[config.mk]
export PLATFORM = sky130hd
export DESIGN_NAME = tbpwm_channel
export DESIGN_NICKNAME = d
export VERILOG_FILES = /design/src/common/tbpwm_pkg.sv /design/src/tbpwm_channel.sv /design/src/tbpwm_prescaler.sv
export VERILOG_INCLUDE_DIRS = /design/src /design/src/common
export SDC_FILE = /design/constraint.sdc
export NUM_CORES = 1
export LEC_CHECK = 0
export ABC_CLOCK_PERIOD_IN_PS = 3000
export BUFFER_PORTS_ARGS = -buffer_cell sky130_fd_sc_hd__buf_2
export CAP_MARGIN = 0
export CORE_MARGIN = 5
export CORE_UTILIZATION = 49
export DETAILED_ROUTE_END_ITERATION = 10
export PLACE_DENSITY = 0.76
export SYNTH_ARGS = -nofsm -noshare
export SYNTH_HDL_FRONTEND = slang
export SYNTH_HIERARCHICAL = 1
export SYNTH_SLANG_ARGS = --single-unit
[constraint.sdc]
create_clock -name core_clk_i -period 3 [get_ports core_clk_i]
set_clock_uncertainty 0.2 [all_clocks]
set_input_delay 0.6 -clock core_clk_i [delete_from_list [all_inputs] [get_ports core_clk_i]]
set_output_delay 0.6 -clock core_clk_i [all_outputs]
set_load 0.02 [all_outputs]
[src/common/tbpwm_defines.svh]
// register offsets, field positions, codes and reset values
`ifndef TBPWM_DEFINES_SVH
`define TBPWM_DEFINES_SVH

// ****************************************
// register byte offsets
// ****************************************
`define TBPWM_PERIOD_OFS      12'h000
`define TBPWM_DUTY_LOW_OFS    12'h004
`define TBPWM_DUTY_SHADOW_OFS 12'h008
`define TBPWM_MODULE_CTRL_OFS 12'h00c
`define TBPWM_TIMER_CTRL_OFS  12'h010
`define TBPWM_TIMER_VALUE_OFS 12'h014
`define TBPWM_STATUS_OFS      12'h018

// ****************************************
// field positions
// ****************************************
`define TBPWM_DUTY_LSB_HI     5
`define TBPWM_DUTY_LSB_LO     4
`define TBPWM_MODE_MSB        3
`define TBPWM_TIMER_ENABLE    2
`define TBPWM_PRESCALE_MSB    1
`define TBPWM_POSTSCALE_MSB   6
`define TBPWM_POSTSCALE_LSB   3

// ****************************************
// codes and reset values
// ****************************************
`define TBPWM_MODE_PWM        2'b11
`define TBPWM_PERIOD_RESET    8'hff
`define TBPWM_BYTE_RESET      8'h00

`endif

[src/common/tbpwm_pkg.sv]
// types shared by the pwm channel
package tbpwm_pkg;

    typedef logic [7:0] tbpwm_byte_type;
    typedef logic [9:0] tbpwm_tenbit_type;
    typedef logic [1:0] tbpwm_prescale_type;

endpackage : tbpwm_pkg

[src/tbpwm_channel.sv]
// ten-bit pwm channel with apb register access
// What this block does
// - ten-bit resolution pwm waveform on output pin
// - period register sets cycle length
// - timer clears on increment after period match
// - pin set at cycle start unless duty zero
// - duty low copied to shadow at match
// - postscaler never alters waveform period
// - duty is low register then control bits 5:4
// - duty writes take effect next period
// - shadow register read-only in pwm mode
// - shadow plus two-bit latch double-buffer duty
// - time base is timer plus two sub bits
// - pin cleared when duty equals time base
// - duty beyond period keeps pin high
// - zero to control forces output latch low
// - prescaler ratios 1, 4 or 16
`include "tbpwm_defines.svh"

module tbpwm_channel
    import tbpwm_pkg::*;
(
    // clock and reset
    input  wire logic        core_clk_i,
    input  wire logic        reset_n_i,
    // apb slave
    input  wire logic        psel_i,
    input  wire logic        penable_i,
    input  wire logic        pwrite_i,
    input  wire logic [11:0] paddr_i,
    input  wire logic [31:0] pwdata_i,
    output logic      [31:0] prdata_o,
    output logic             pready_o,
    output logic             pslverr_o,
    // pin
    output logic             waveform_o,
    output logic             waveform_oe_o,
    output logic             postscale_event_o
);
    import tbpwm_pkg::*;

    // ****************************************
    // reset release
    // ****************************************
    logic rst_meta;
    logic rst_n;

    always_ff @(posedge core_clk_i or negedge reset_n_i) begin
        if (!reset_n_i) begin
            rst_meta <= 1'b0;
            rst_n    <= 1'b0;
        end else begin
            rst_meta <= 1'b1;
            rst_n    <= rst_meta;
        end
    end

    // ****************************************
    // registers
    // ****************************************
    tbpwm_byte_type   period_register;
    tbpwm_byte_type   duty_low_register;
    tbpwm_byte_type   duty_shadow_register;
    logic [5:0]       module_control_register;
    logic [6:0]       period_timer_control;
    tbpwm_byte_type   period_timer;
    logic [1:0]       duty_latch;
    logic [3:0]       postscale_count;
    logic             pin_direction_bit;

    logic             acc;
    logic             wr;
    logic             hit;
    logic             pwm_mode;
    logic             run;
    logic [1:0]       sub_bits;
    logic             tick;
    tbpwm_tenbit_type time_base;
    tbpwm_tenbit_type duty_buf;
    logic             match;
    logic             cycle_start;
    logic             cycle_start_q;

    function automatic logic is_reg(input logic [11:0] a,
                                    input logic [11:0] ofs);
        is_reg = (a == ofs);
    endfunction : is_reg

    assign acc = psel_i && penable_i;
    assign wr  = acc && pwrite_i;
    assign hit = is_reg(paddr_i, `TBPWM_PERIOD_OFS)
              || is_reg(paddr_i, `TBPWM_DUTY_LOW_OFS)
              || is_reg(paddr_i, `TBPWM_DUTY_SHADOW_OFS)
              || is_reg(paddr_i, `TBPWM_MODULE_CTRL_OFS)
              || is_reg(paddr_i, `TBPWM_TIMER_CTRL_OFS)
              || is_reg(paddr_i, `TBPWM_TIMER_VALUE_OFS)
              || is_reg(paddr_i, `TBPWM_STATUS_OFS);

    assign pwm_mode = module_control_register[`TBPWM_MODE_MSB -: 2]
                   == `TBPWM_MODE_PWM;
    assign run = period_timer_control[`TBPWM_TIMER_ENABLE];

    // period register, software defined
    always_ff @(posedge core_clk_i or negedge rst_n) begin
        if (!rst_n) begin
            period_register <= `TBPWM_PERIOD_RESET;
        end else if (wr && is_reg(paddr_i, `TBPWM_PERIOD_OFS)) begin
            period_register <= pwdata_i[7:0];
        end
    end

    // duty writes accepted any time
    always_ff @(posedge core_clk_i or negedge rst_n) begin
        if (!rst_n) begin
            duty_low_register <= `TBPWM_BYTE_RESET;
        end else if (wr && is_reg(paddr_i, `TBPWM_DUTY_LOW_OFS)) begin
            duty_low_register <= pwdata_i[7:0];
        end
    end

    always_ff @(posedge core_clk_i or negedge rst_n) begin
        if (!rst_n) begin
            module_control_register <= 6'h00;
        end else if (wr && is_reg(paddr_i, `TBPWM_MODULE_CTRL_OFS)) begin
            module_control_register <= pwdata_i[5:0];
        end
    end

    always_ff @(posedge core_clk_i or negedge rst_n) begin
        if (!rst_n) begin
            period_timer_control <= 7'h00;
        end else if (wr && is_reg(paddr_i, `TBPWM_TIMER_CTRL_OFS)) begin
            period_timer_control <= pwdata_i[6:0];
        end
    end

    // pin direction: 1 = input, cleared by software
    always_ff @(posedge core_clk_i or negedge rst_n) begin
        if (!rst_n) begin
            pin_direction_bit <= 1'b1;
        end else if (wr && is_reg(paddr_i, `TBPWM_STATUS_OFS)) begin
            pin_direction_bit <= pwdata_i[0];
        end
    end

    // ****************************************
    // time base
    // ****************************************
    tbpwm_prescaler u_prescaler (
        .core_clk_i (core_clk_i),
        .rst_n_i    (rst_n),
        .run_i      (run),
        .ratio_i    (period_timer_control[`TBPWM_PRESCALE_MSB -: 2]),
        .sub_bits_o (sub_bits),
        .tick_o     (tick)
    );

    assign time_base   = {period_timer, sub_bits};
    assign duty_buf    = {duty_shadow_register, duty_latch};
    assign cycle_start = tick && (period_timer == period_register);

    // timer counts 0..period then wraps
    always_ff @(posedge core_clk_i or negedge rst_n) begin
        if (!rst_n) begin
            period_timer <= 8'h00;
        end else if (!run) begin
            period_timer <= period_timer;
        end else if (cycle_start) begin
            period_timer <= 8'h00;
        end else if (tick) begin
            period_timer <= period_timer + 8'h01;
        end
    end

    // double buffer: copy at period match only
    always_ff @(posedge core_clk_i or negedge rst_n) begin
        if (!rst_n) begin
            duty_shadow_register <= `TBPWM_BYTE_RESET;
        end else if (cycle_start) begin
            duty_shadow_register <= duty_low_register;
        end else if (!pwm_mode && wr
                     && is_reg(paddr_i, `TBPWM_DUTY_SHADOW_OFS)) begin
            duty_shadow_register <= pwdata_i[7:0];
        end
    end

    // hidden two-bit latch, never visible to software
    always_ff @(posedge core_clk_i or negedge rst_n) begin
        if (!rst_n) begin
            duty_latch <= 2'b00;
        end else if (cycle_start) begin
            duty_latch <= module_control_register[
                `TBPWM_DUTY_LSB_HI:`TBPWM_DUTY_LSB_LO];
        end
    end

    // postscaler: own event only, period untouched
    always_ff @(posedge core_clk_i or negedge rst_n) begin
        if (!rst_n) begin
            postscale_count   <= 4'h0;
            postscale_event_o <= 1'b0;
        end else if (cycle_start) begin
            if (postscale_count == period_timer_control[
                    `TBPWM_POSTSCALE_MSB:`TBPWM_POSTSCALE_LSB]) begin
                postscale_count   <= 4'h0;
                postscale_event_o <= 1'b1;
            end else begin
                postscale_count   <= postscale_count + 4'h1;
                postscale_event_o <= 1'b0;
            end
        end else begin
            postscale_event_o <= 1'b0;
        end
    end

    // ****************************************
    // waveform
    // ****************************************
    // compare against the duty value in force (new copy at cycle start)
    assign match = (duty_buf == time_base);

    // set one clock into the cycle so set and clear share one latency
    // and the high time is exactly duty times the time-base step
    always_ff @(posedge core_clk_i or negedge rst_n) begin
        if (!rst_n) begin
            cycle_start_q <= 1'b0;
        end else begin
            cycle_start_q <= cycle_start;
        end
    end

    always_ff @(posedge core_clk_i or negedge rst_n) begin
        if (!rst_n) begin
            waveform_o <= 1'b0;
        end else if (module_control_register == 6'h00) begin
            waveform_o <= 1'b0;
        end else if (!pwm_mode || !run) begin
            waveform_o <= 1'b0;
        end else if (cycle_start_q) begin
            // set unless the freshly loaded duty is zero
            waveform_o <= (duty_buf != 10'h000);
        end else if (match) begin
            waveform_o <= 1'b0;
        end
        // duty past period never matches, so stays high
        // ten-bit compare above
    end

    always_ff @(posedge core_clk_i or negedge rst_n) begin
        if (!rst_n) begin
            waveform_oe_o <= 1'b0;
        end else begin
            waveform_oe_o <= !pin_direction_bit;
        end
    end

    // ****************************************
    // apb read and answer
    // ****************************************
    always_ff @(posedge core_clk_i or negedge rst_n) begin
        if (!rst_n) begin
            pready_o <= 1'b0;
        end else begin
            pready_o <= psel_i && !penable_i;
        end
    end

    always_ff @(posedge core_clk_i or negedge rst_n) begin
        if (!rst_n) begin
            pslverr_o <= 1'b0;
        end else begin
            pslverr_o <= psel_i && !penable_i && !hit;
        end
    end

    always_ff @(posedge core_clk_i or negedge rst_n) begin
        if (!rst_n) begin
            prdata_o <= 32'h0000_0000;
        end else if (psel_i && !penable_i && !pwrite_i) begin
            unique case (1'b1)
                is_reg(paddr_i, `TBPWM_PERIOD_OFS):
                    prdata_o <= {24'h0, period_register};
                is_reg(paddr_i, `TBPWM_DUTY_LOW_OFS):
                    prdata_o <= {24'h0, duty_low_register};
                is_reg(paddr_i, `TBPWM_DUTY_SHADOW_OFS):
                    prdata_o <= {24'h0, duty_shadow_register};
                is_reg(paddr_i, `TBPWM_MODULE_CTRL_OFS):
                    prdata_o <= {26'h0, module_control_register};
                is_reg(paddr_i, `TBPWM_TIMER_CTRL_OFS):
                    prdata_o <= {25'h0, period_timer_control};
                is_reg(paddr_i, `TBPWM_TIMER_VALUE_OFS):
                    prdata_o <= {24'h0, period_timer};
                is_reg(paddr_i, `TBPWM_STATUS_OFS):
                    prdata_o <= {29'h0, waveform_o, pwm_mode,
                                 pin_direction_bit};
                default:
                    prdata_o <= 32'h0000_0000;
            endcase
        end
    end

endmodule : tbpwm_channel

[src/tbpwm_prescaler.sv]
// prescaler providing the two low time-base bits and the timer tick
module tbpwm_prescaler
    import tbpwm_pkg::*;
(
    // clock and reset
    input  wire logic                         core_clk_i,
    input  wire logic                         rst_n_i,
    // control
    input  wire logic                         run_i,
    input  wire tbpwm_pkg::tbpwm_prescale_type ratio_i,
    // time base
    output logic      [1:0]                   sub_bits_o,
    output logic                              tick_o
);
    import tbpwm_pkg::*;

    logic [5:0] count;

    // free-running phase: 1:1 uses bits 1:0, 4 bits 3:2, 16 bits 5:4
    always_ff @(posedge core_clk_i or negedge rst_n_i) begin
        if (!rst_n_i) begin
            count <= 6'h00;
        end else if (!run_i) begin
            count <= 6'h00;
        end else begin
            count <= count + 6'h01;
        end
    end

    always_comb begin
        unique case (ratio_i)
            2'b00: begin
                sub_bits_o = count[1:0];
                tick_o     = run_i && (count[1:0] == 2'h3);
            end
            2'b01: begin
                sub_bits_o = count[3:2];
                tick_o     = run_i && (count[3:0] == 4'hf);
            end
            default: begin
                // both 1x codes divide by 16: 64 clocks per timer count
                sub_bits_o = count[5:4];
                tick_o     = run_i && (count == 6'h3f);
            end
        endcase
    end

endmodule : tbpwm_prescaler
* Yosys cells after proc, flatten, opt, wreduce, memory -nomap -nowiden
Index checks and enable logic that the tools add are counted.
** Word-level totals
- Flip-flop bits (word level) :: 98
- Bits in latches :: 0
- RAM bits :: 0
- ROM bits :: 0
- Bits of input ports :: 49
- Output and inout bits :: 37
- Logic and storage cells :: 88
- Memories :: 0
** Cells by class
- Add/subtract/negate cells :: 3
- Multiply operators :: 0
- Div/mod/pow operators :: 0
- $lt $le $gt $ge :: 0
- Eq/ne operators :: 14
- Shift operators :: 0
- Muxes and demuxes :: 15
- Bitwise logic cells :: 0
- Reduce and logical (&&, ||, !) cells :: 37
** Operators with widths (count)
- $pmux W8 S7 :: 1
- $eq A12 B5 Y1 const B :: 3
- $mux W8 :: 4
- $eq A12 B4 Y1 const B :: 2
- $logic_and A1 B1 Y1 :: 16
- $eq A12 B3 Y1 const B :: 1
- $logic_not A12 Y1 :: 1
- $eq A10 B10 Y1 :: 1
- $reduce_bool A10 Y1 :: 1
- $add A8 B1 Y8 const B :: 1
- $eq A8 B8 Y1 :: 1
- $logic_or A1 B1 Y1 :: 7
- $add A6 B1 Y6 const B :: 1
- $eq A6 B6 Y1 const B :: 1
- $logic_not A1 Y1 :: 6
- $logic_not A6 Y1 :: 1
- $mux W1 :: 6
- $mux W6 :: 1
- $add A4 B1 Y4 const B :: 1
- $eq A2 B2 Y1 const B :: 2
- $eq A4 B4 Y1 :: 1
- $eq A4 B4 Y1 const B :: 1
- $mux W4 :: 1
- $pmux W2 S2 :: 1
- other kinds (6) :: 7

* Depth between registers and ports, before layout
Gate-level depths: netlist of the first run.
- Depth after elaboration :: 9
- Gate-level depth with buffers :: 9

* Modules after synthesis
Netlist of the first run, hierarchy kept.
** By module, submodules not included
- tbpwm_channel :: instances 1, cells an instance 352, area each 3693.5 µm², seq. area each 1712.9 µm²
- tbpwm_prescaler :: instances 1, cells an instance 33, area each 326.6 µm², seq. area each 150.1 µm²

* Least setup slack after synthesis of the first run
Ideal clock, no wire load.
- Kind :: input to register
- Start point :: input port paddr_i[0]
- End point :: register duty_shadow_register[0]
- Setup time :: 137 ps
- Arrival time :: 2063 ps
- Required time :: 2663 ps
- Slack :: 600 ps
- Cell stages on the path :: 6
- Cell sequence :: or4_4 > nor4_4 > and3b_1 > buf_6 > mux2i_1 > a21oi_1
** Between the ends
- Word-level cells in the longest chain between the ends :: 3
** RTL lines
- start, declared :: line tbpwm_channel.sv:30 : input wire logic [11:0] paddr_i,
- $eq A12 B4 Y1 :: line tbpwm_channel.sv:86 : is_reg = (a == ofs);
- $logic_and A1 B1 Y1 :: line tbpwm_channel.sv:181 : end else if (!pwm_mode && wr
- $reduce_bool A2 Y1 (no source line)
- end signal, assigned :: line tbpwm_channel.sv:178 : duty_shadow_register <= `TBPWM_BYTE_RESET;
- end signal, assigned :: line tbpwm_channel.sv:180 : duty_shadow_register <= duty_low_register;
- end signal, assigned :: line tbpwm_channel.sv:183 : duty_shadow_register <= pwdata_i[7:0];
- end, declared :: line tbpwm_channel.sv:63 : tbpwm_byte_type duty_shadow_register;
Every way passes these cells.
A chain may end at the register's enable or synchronous reset.

* Worst setup path in the final report of the first run
- Start point :: register u_prescaler.count[0]
- End point :: register period_timer[2]
** Between the ends
- Word-level cells in the longest chain between the ends :: 6
** RTL lines
- start, declared :: line tbpwm_prescaler.sv:17 : logic [5:0] count;
- start signal, assigned :: line tbpwm_prescaler.sv:26 : count <= count + 6'h01;
- $eq A6 B6 Y1, or another cell as far along :: line tbpwm_prescaler.sv:43 : tick_o = run_i && (count == 6'h3f);
- $logic_and A1 B1 Y1 (on tied branches) :: line tbpwm_prescaler.sv:43, tbpwm_prescaler.sv:34, tbpwm_prescaler.sv:38
- $pmux W1 S2 (*) :: line tbpwm_prescaler.sv:31 : unique case (ratio_i)
- named net tick :: line tbpwm_channel.sv:77 : logic tick;
- $logic_and A1 B1 Y1 :: line tbpwm_channel.sv:160 : assign cycle_start = tick && (period_timer == period_register);
- $reduce_bool A2 Y1 (no source line)
- $reduce_and A2 Y1 (no source line)
- end signal, assigned :: line tbpwm_channel.sv:167 : period_timer <= period_timer;
- end signal, assigned :: line tbpwm_channel.sv:171 : period_timer <= period_timer + 8'h01;
- end, declared :: line tbpwm_channel.sv:66 : tbpwm_byte_type period_timer;
The timed path passes the listed nets; every way through them passes the cells marked *.

==> results.json, run 1 <==
{
  "pin_count": 86,
  "path_max_fanout": 21,
  "clkSlewWorstSetupHoldPaths_ns": 0.07,
  "dieArea_um2": 10100,
  "finalSetupTns_ns": 0,
  "critPathKind": "flop to flop",
  "clock_latency_ns": 0.35,
  "avgSynthCellArea_um2": 10.4,
  "worst_pin_slew_ns": 0.816,
  "synth-edff-count": 0,
  "ys_ff_latch": 74,
  "clockBufferDepth": 2,
  "dieHeight_um": 101,
  "arrival_ns": 2.62,
  "synthMostInstantiatedCell": "dfrtp_1",
  "synth-main-ff-cell": "dfrtp_1",
  "yosysSeqAreaShare_pct": 46.3,
  "cp-start-kind": "flop",
  "syn-instance-count": 385,
  "core_um2": 8090,
  "min_period_ns": 2.58,
  "cts.sinks": 74,
  "slew_viol_final": 0,
  "clockRootBuffer": "clkbuf_8",
  "setup_viol": 0,
  "r2r.worst_path.cells": 8,
  "r2r_end": "period_timer[2]",
  "synth.area.top_cells": "dfrtp_1, mux2_2, dfstp_2",
  "io_buffers": 37,
  "dp.cells": 515,
  "vias": 2980,
  "synth_common_cells": "dfrtp_1, nand2_1, mux2_2",
  "hold_viol": 0,
  "num_antenna_cells": 0,
  "peakVddDrop_mv": 0.250,
  "area_growth_pct": 10.5,
  "status": "finished clean",
  "grt-ovfl-total": 0,
  "seq_area_um2": 1860,
  "rows": 33,
  "holdWs_ns": 0.156,
  "r2r_start": "u_prescaler/count[0]",
  "synth_area_um2": 4020,
  "die_w_um": 101,
  "drc_errors": 0,
  "rsz0062_at_grt": "false",
  "worstSetupEndpointType": "flop",
  "hpwl_um": 6510,
  "yosys.area.top_type": "dfrtp_1",
  "cts_buffers": 9,
  "grt_max_degree": 38,
  "initial_core_util_pct": 49.7,
  "track_usage_pct": 18.7,
  "p_leak_nw": 2.07,
  "cts_max_level": 3,
  "relSlewSlack_pct": 45.6,
  "fill_cells": 721,
  "drtIter0Drc": 229,
  "routedWlPerCell_um": 16.7,
  "nNetsFinal": 474,
  "totalWireLength_um": 8910,
  "gp_congestion": 0.857,
  "drv_cap": 0,
  "yosysWarnings": 6,
  "grt_pass1_vias": 2840,
  "async_flop_share_pct": 100,
  "drive_gt1_share_pct": 26.9,
  "netlist.area_leader.share_pct": 40.5,
  "cellPowerDensity_nw_per_um2": 419,
  "min_period_over_period_pct": 86.0,
  "first_pass_iters": 5,
  "cts_tree": "built",
  "required_ns": 3.03,
  "max_freq_ghz": 0.387,
  "final_antenna_net_count": 0,
  "ff2ff_setup_slack_ns": 0.42,
  "multi_input_area_um2": 1960,
  "cts_setup_buffers": 0,
  "grt_pass1_wl_um": 14700,
  "vias_per_cell": 5.60,
  "synth_cell_types": 50,
  "antenna_found_initial": 0,
  "min_path_type": "flop to asynchronous set/reset pin",
  "final_cells": 532
}
[report_power, final]
group / leakage [nW] / switching [mW] / internal, mW
Clock: 0.0944 / 0.367 / 0.365
Sequential: 0.947 / 0.0106 / 1.00
Combinational: 1.03 / 0.0813 / 0.0340
[placed cells by master (no fill, tap or decap), types with 2 or more instances in the layout]
master      count
dfstp_2         9
o311ai_0        4
or4_4           2
nor4_1          6
buf_2          37
a31oi_1         2
nor2_1         12
clkinvlp_4      2
inv_1           4
buf_4           8
clkinv_2        2
xnor2_1        12
nand4_1         4
nor4_4          2
dfrtp_1        64
mux2_2         33
and2_1          7
nand2_1        46
o211ai_1        3
nand3_1        12
clkbuf_8       12
o21ai_0        26
a21oi_1        13
mux4_2          2
ha_1            3
or3_1           2
xor2_1         13
nand2b_1        5
nor3_1          2
conb_1         25
a22oi_1         4
nor2b_1         7
mux2i_1        22
[worst max path at each step]
stage,startpoint,end,slack (ns),depth (start not counted)
floorplan,rst_n,cycle_start_q,0.60,0
global placement,paddr_i[0],duty_low_register[7],0.28,5
detailed placement,paddr_i[0],duty_low_register[7],0.25,5
CTS,u_prescaler/count[0],period_timer[2],0.45,8
global route,u_prescaler/count[0],postscale_count[0],0.26,9
finish,u_prescaler/count[0],period_timer[2],0.42,8
[stage by stage]
stage               utilization (%)  worst slack [ns]  power, mW  cell area (µm²)
finish                         54.9             0.419       1.86             4440
global route                   54.9             0.262       1.94             4440
CTS                            54.9             0.445       1.89             4440
detailed placement             52.4             0.248       1.15             4240
global placement               52.4             0.279       1.14             4240
floorplan                         -             0.600       1.12             4110
[cell families after synthesis]
| family | synth area share [%] |
|---|---|
| compound gates | 8.93 |
| xor+xnor | 5.45 |
| fa+ha+maj | 0.934 |
| buf+inv | 7.03 |
| flops | 46.3 |
| mux | 16.1 |
| other cells | 0.187 |
| simple gates | 15.0 |
[state kept, by name (all words and copies together), names as in the netlist]
| register | flops |
|---|---|
| pready_o | 1 |
| rst_n | 1 |
| u_prescaler/count | 6 |
| rst_meta | 1 |
| period_timer_control | 7 |
| duty_latch | 2 |
| period_register | 8 |
| module_control_register | 6 |
| waveform_o | 1 |
| prdata_o | 8 |
| postscale_count | 4 |
| pslverr_o | 1 |
| pin_direction_bit | 1 |
| duty_low_register | 8 |
| cycle_start_q | 1 |
| duty_shadow_register | 8 |
| postscale_event_o | 1 |
| waveform_oe_o | 1 |
| period_timer | 8 |
[area by class of cell]
cell class                      instances  area share (%)
Tap cell                              105            2.96
Sequential cell                        74            42.0
Clock buffer                           12            3.72
Clock inverter                          4           0.564
Timing Repair Buffer                   47            6.20
Inverter                                5           0.423
Multi-Input combinational cell        285            44.2
[metal layers]
metal	global-route usage [%]	part of all wire [%]
met5	0	0
met4	5.28	2.1
met3	5.54	7.1
met2	29.3	48
met1	25.2	43
[what timing repair did]
item | CTS | global route
hold endpoints to repair | 2 | 0
gates resized for setup | 0 | 0
hold buffers | 1 | 0
[worst max-delay path, stage by stage (launching register included)]
cell	delay (ns)
dfrtp_1	0.41
ha_1	0.22
nand2_1	0.07
a211oi_1	0.49
nand2_1	0.16
or3_1	0.39
buf_4	0.24
a21oi_1	0.17
o22ai_1	0.10
Power figures use the tool's default switching activity.
==> inputs of run 2 (changes only) <==
--- a/config.mk
+++ b/config.mk
@@ -6,7 +6,7 @@
 export SDC_FILE = /design/constraint.sdc
 export NUM_CORES = 1
 export LEC_CHECK = 0
-export ABC_CLOCK_PERIOD_IN_PS = 3000
+export ABC_CLOCK_PERIOD_IN_PS = 2950
 export BUFFER_PORTS_ARGS = -buffer_cell sky130_fd_sc_hd__buf_2
 export CAP_MARGIN = 0
 export CORE_MARGIN = 5
==> constraint.sdc (replaced) <==
create_clock -name core_clk_i -period 2.95 [get_ports core_clk_i]
set_clock_uncertainty 0.2 [all_clocks]
set_input_delay 0.59 -clock core_clk_i [delete_from_list [all_inputs] [get_ports core_clk_i]]
set_output_delay 0.59 -clock core_clk_i [all_outputs]
set_load 0.02 [all_outputs]
==> results.json, run 2 (same netlist as run 1, synthesis figures left out) <==
{
  "critPathMaxStageDelay_ns": 0.46,
  "fin_area_um2": 4480,
  "p_leak_nw": 2.09,
  "clockRootBuffer": "clkbuf_8",
  "slew_viol_final": 0,
  "final_common_cell": "dfrtp_1",
  "area_growth_pct": 11.5,
  "peakVddDrop_mv": 0.325,
  "first_pass_iters": 4,
  "grt_pass1_wl_um": 14500,
  "vias_per_cell": 5.53,
  "cts_max_level": 3,
  "drtIter0Drc": 220,
  "worstSetupEndpointType": "flop",
  "crit_path_top_delay_cell": "a211oi_1",
  "holdWs_ns": 0.157,
  "worst_pin_slew_ns": 0.823,
  "status": "finished clean",
  "final_antenna_net_count": 0,
  "clockBufferDepth": 2,
  "hpwl_um": 6550,
  "grt_max_degree": 38,
  "pre_cts_ws_ns": 0.252,
  "setup_viol": 0,
  "totalWireLength_um": 8940,
  "grt_pass1_vias": 2765,
  "max_freq_ghz": 0.388,
  "required_ns": 3.01,
  "die_w_um": 101,
  "drv_cap": 0,
  "track_usage_pct": 18.6,
  "cpMostUsedCell": "nand2_1",
  "dpl_cell_area_um2": 4250,
  "clock_latency_ns": 0.35,
  "initial_core_util_pct": 49.7,
  "rsz0062_at_grt": "false",
  "power_mw": 2.03,
  "num_antenna_cells": 0,
  "cts.sinks": 74,
  "path_max_fanout": 10,
  "rows": 33,
  "drive_gt1_share_pct": 27.1,
  "final_cell_mix": "dfrtp_1, nand2_1, buf_2",
  "io_buffers": 37,
  "relSlewSlack_pct": 45.2,
  "worst_slack_ns": 0.370,
  "finalSetupTns_ns": 0,
  "crit_chain": "ha_1 > nand2_1 > a211oi_1 > nand2_1 > or3_1 > buf_4 > inv_2 > nand2b_1 > o21ai_0",
  "core_um2": 8090,
  "min_period_over_period_pct": 87.5,
  "drc_errors": 0,
  "min_period_ns": 2.58,
  "nNetsFinal": 475,
  "pin_count": 86,
  "cellPowerDensity_nw_per_um2": 454,
  "vias": 2949,
  "critPathKind": "flop to flop",
  "cts_tree": "built",
  "gp_congestion": 0.886,
  "routedWlPerCell_um": 16.8,
  "cts_buffers": 9,
  "dieArea_um2": 10100,
  "clkSlewWorstSetupHoldPaths_ns": 0.08,
  "grt-ovfl-total": 0,
  "cp-start-kind": "flop",
  "dieHeight_um": 101,
  "antenna_found_initial": 0,
  "arrival_ns": 2.64,
  "hold_viol": 0,
  "min_path_type": "flop to flop"
}
-- run 2: final cells by class --
class                      count  area [µm²]
timing repair buffer          48         283
clock inverter                 6        88.8
fill                         704        3610
tap                          105         131
multi-input combinational    285        1960
sequential                    74        1860
inverter                       5        18.8
clock buffer                  10         138
-- run 2: worst max-delay path, delay by kind of cell (launching register included) --
| kind | cells | cell delay (ns) |
|---|---|---|
| adder cells (fa/ha/maj) | 1 | 0.23 |
| AND/OR/NAND/NOR | 4 | 0.70 |
| flip-flops | 1 | 0.42 |
| buffers and inverters | 2 | 0.29 |
| AO/OA/AOI/OAI | 2 | 0.64 |
-- run 2: path summary, 6_finish.rpt --
check / depth (start not counted) / to / slack, ns / start
min in group asynchronous: 0 / duty_low_register[3] / 0.17 / rst_n
worst min register to register: 0 / rst_n / 0.16 / rst_meta
worst min-delay path: 0 / rst_n / 0.16 / rst_meta
max in group asynchronous: 1 / period_register[2] / 1.65 / rst_n
worst max register to register: 9 / postscale_count[2] / 0.37 / u_prescaler/count[0]
worst max-delay path: 9 / postscale_count[2] / 0.37 / u_prescaler/count[0]
-- run 2: report_power, final --
part           switching, mW  internal [mW]
sequential            0.0109           1.02
combinational         0.0835         0.0346
clock                  0.387          0.500
total                  0.481           1.55
-- run 2: timing repair --
action | 4_1_cts | 5_1_grt
endpoints found under the hold margin | 2 | 0
resized for setup | 0 | 0
hold buffers | 1 | 0
buffers inserted | 0 | 0
-- run 2: stage by stage --
| step | utilization (%) | cells |
|---|---|---|
| global route | 55.4 | 533 |
| detailed placement | 52.5 | 516 |
| floorplan | - | 408 |
| global placement | 52.5 | 516 |
| finish | 55.4 | 533 |
| CTS | 55.4 | 533 |
-- run 2: layer usage --
layer | wire length [µm] | up-vias | GRT usage, %
met3 | 662 | 10 | 4.84
li1 | - | 1383 | -
met5 | 0 | - | 0
met4 | 93 | 0 | 4.56
met1 | 3820 | 1452 | 25.6
met2 | 4370 | 104 | 29.5
==> inputs of run 3 (changes only) <==
--- a/config.mk
+++ b/config.mk
@@ -9,10 +9,12 @@
 export ABC_CLOCK_PERIOD_IN_PS = 2950
 export BUFFER_PORTS_ARGS = -buffer_cell sky130_fd_sc_hd__buf_2
 export CAP_MARGIN = 0
+export CELL_PAD_IN_SITES_DETAIL_PLACEMENT = 0
+export CELL_PAD_IN_SITES_GLOBAL_PLACEMENT = 2
 export CORE_MARGIN = 5
-export CORE_UTILIZATION = 49
+export CORE_UTILIZATION = 34
 export DETAILED_ROUTE_END_ITERATION = 10
-export PLACE_DENSITY = 0.76
+export PLACE_DENSITY = 0.82
 export SYNTH_ARGS = -nofsm -noshare
 export SYNTH_HDL_FRONTEND = slang
 export SYNTH_HIERARCHICAL = 1
==> results.json, run 3 (same netlist as run 1, synthesis figures left out) <==
{
  "status": "finished clean",
  "cp-start-kind": "flop",
  "setup_viol": 0,
  "multi_input_area_um2": 1960,
  "cts_max_level": 3,
  "num_antenna_cells": 0,
  "track_usage_pct": 14.3,
  "min_period_ns": 2.55,
  "r2r_start": "u_prescaler/count[0]",
  "path_max_fanout": 10,
  "critPathKind": "flop to flop",
  "cellPowerDensity_nw_per_um2": 517,
  "rows": 39,
  "vias": 2906,
  "die_w_um": 119,
  "cts_buffers": 9,
  "core_um2": 11500,
  "use_met1_pct": 19.1,
  "io_buffers": 37,
  "routedWlPerCell_um": 17.0,
  "clockBufferDepth": 2,
  "peakVddDrop_mv": 0.270,
  "initial_core_util_pct": 34.9,
  "min_period_over_period_pct": 86.6,
  "vias_per_cell": 5.06,
  "dp.cells": 557,
  "worst_pin_slew_ns": 0.675,
  "antenna_found_initial": 0,
  "drc_errors": 0,
  "r2r.worst_path.cells": 8,
  "top_usage_layer": "met2",
  "gp_congestion": 0.868,
  "first_pass_iters": 5,
  "clock_latency_ns": 0.33,
  "hpwl_um": 7330,
  "slew_viol_final": 0,
  "grt_pass1_vias": 2999,
  "min_path_type": "flop to asynchronous set/reset pin",
  "required_ns": 2.93,
  "drv_cap": 0,
  "final_common_cell": "dfrtp_1",
  "p_leak_nw": 2.16,
  "max_freq_ghz": 0.392,
  "cts.sinks": 74,
  "clockRootBuffer": "clkbuf_16",
  "final_cells": 574,
  "final_antenna_net_count": 0,
  "grt_max_degree": 39,
  "cts_hold_buf": 1,
  "worstSetupEndpointType": "flop",
  "cts_resized": 0,
  "arrival_ns": 2.54,
  "dieHeight_um": 119,
  "clkSlewWorstSetupHoldPaths_ns": 0.06,
  "hold_viol": 0,
  "ff2ff_setup_slack_ns": 0.40,
  "r2r_end": "period_timer[3]",
  "cts_setup_buffers": 0,
  "nNetsFinal": 478,
  "finalSetupTns_ns": 0,
  "pin_count": 86,
  "met3_usage_pct": 3.44,
  "grt_pass1_wl_um": 16000,
  "grt-ovfl-total": 0,
  "cts_tree": "built",
  "dieArea_um2": 14100,
  "drive_gt1_share_pct": 27.4,
  "power_mw": 2.41,
  "fin_util_pct": 40.5,
  "drtIter0Drc": 147,
  "grt_util_met2_pct": 22.6,
  "totalWireLength_um": 9750,
  "relSlewSlack_pct": 54.6,
  "rsz0062_at_grt": "false",
  "seq_area_um2": 1860,
  "fill_cells": 1109,
  "area_growth_pct": 15.9,
  "final_cell_mix": "dfrtp_1, nand2_1, buf_2"
}
==> run 3: worst max-delay path: stages, from the launching register on <==
cell	delay, ns
dfrtp_1	0.42
ha_1	0.25
nand2_1	0.07
a211oi_1	0.39
nand2_1	0.15
or3_1	0.35
buf_4	0.19
nand3_1	0.22
o311ai_0	0.17
==> run 3: per-layer routing <==
layer	routed length, µm	part of all wire [%]
met1	4550	47
met2	4600	47
met3	392	4.0
met4	206	2.1
met5	0	0
==> run 3: per-stage QoR <==
step	instance area, µm²	setup slack, ns	hold WS, ns
floorplan	4110	0.552	0.0944
global placement	4310	0.183	0.117
detailed placement	4310	0.144	0.133
CTS	4660	0.399	0.147
global route	4660	0.261	0.164
finish	4660	0.397	0.119
==> run 3: where the power goes <==
part | internal [mW] | switching, mW
combinational | 0.0345 | 0.0926
sequential | 1.02 | 0.00160
clock | 0.848 | 0.415
total | 1.90 | 0.509
==> run 3: layout make-up <==
class                   instances  share of cell area [%]
clock inverters                 5                    2.20
well taps                     143                    3.84
repair buffers                 51                    6.28
inverters                       5                   0.403
multi-input cells             285                    42.1
clock buffers                  11                    5.21
flip-flops and latches         74                    40.0
==> run 3: how the worst max path moves through the flow <==
stage          depth (start not counted)                      end                 start  slack [ns]
2_1_floorplan                          0            cycle_start_q                 rst_n        0.55
3_3_place_gp                           7  duty_shadow_register[4]            paddr_i[0]        0.18
3_5_place_dp                           7  duty_shadow_register[5]            paddr_i[0]        0.14
4_1_cts                                8          period_timer[3]  u_prescaler/count[0]        0.40
5_1_grt                                8          period_timer[3]  u_prescaler/count[0]        0.26
6_report                               8          period_timer[3]  u_prescaler/count[0]        0.40
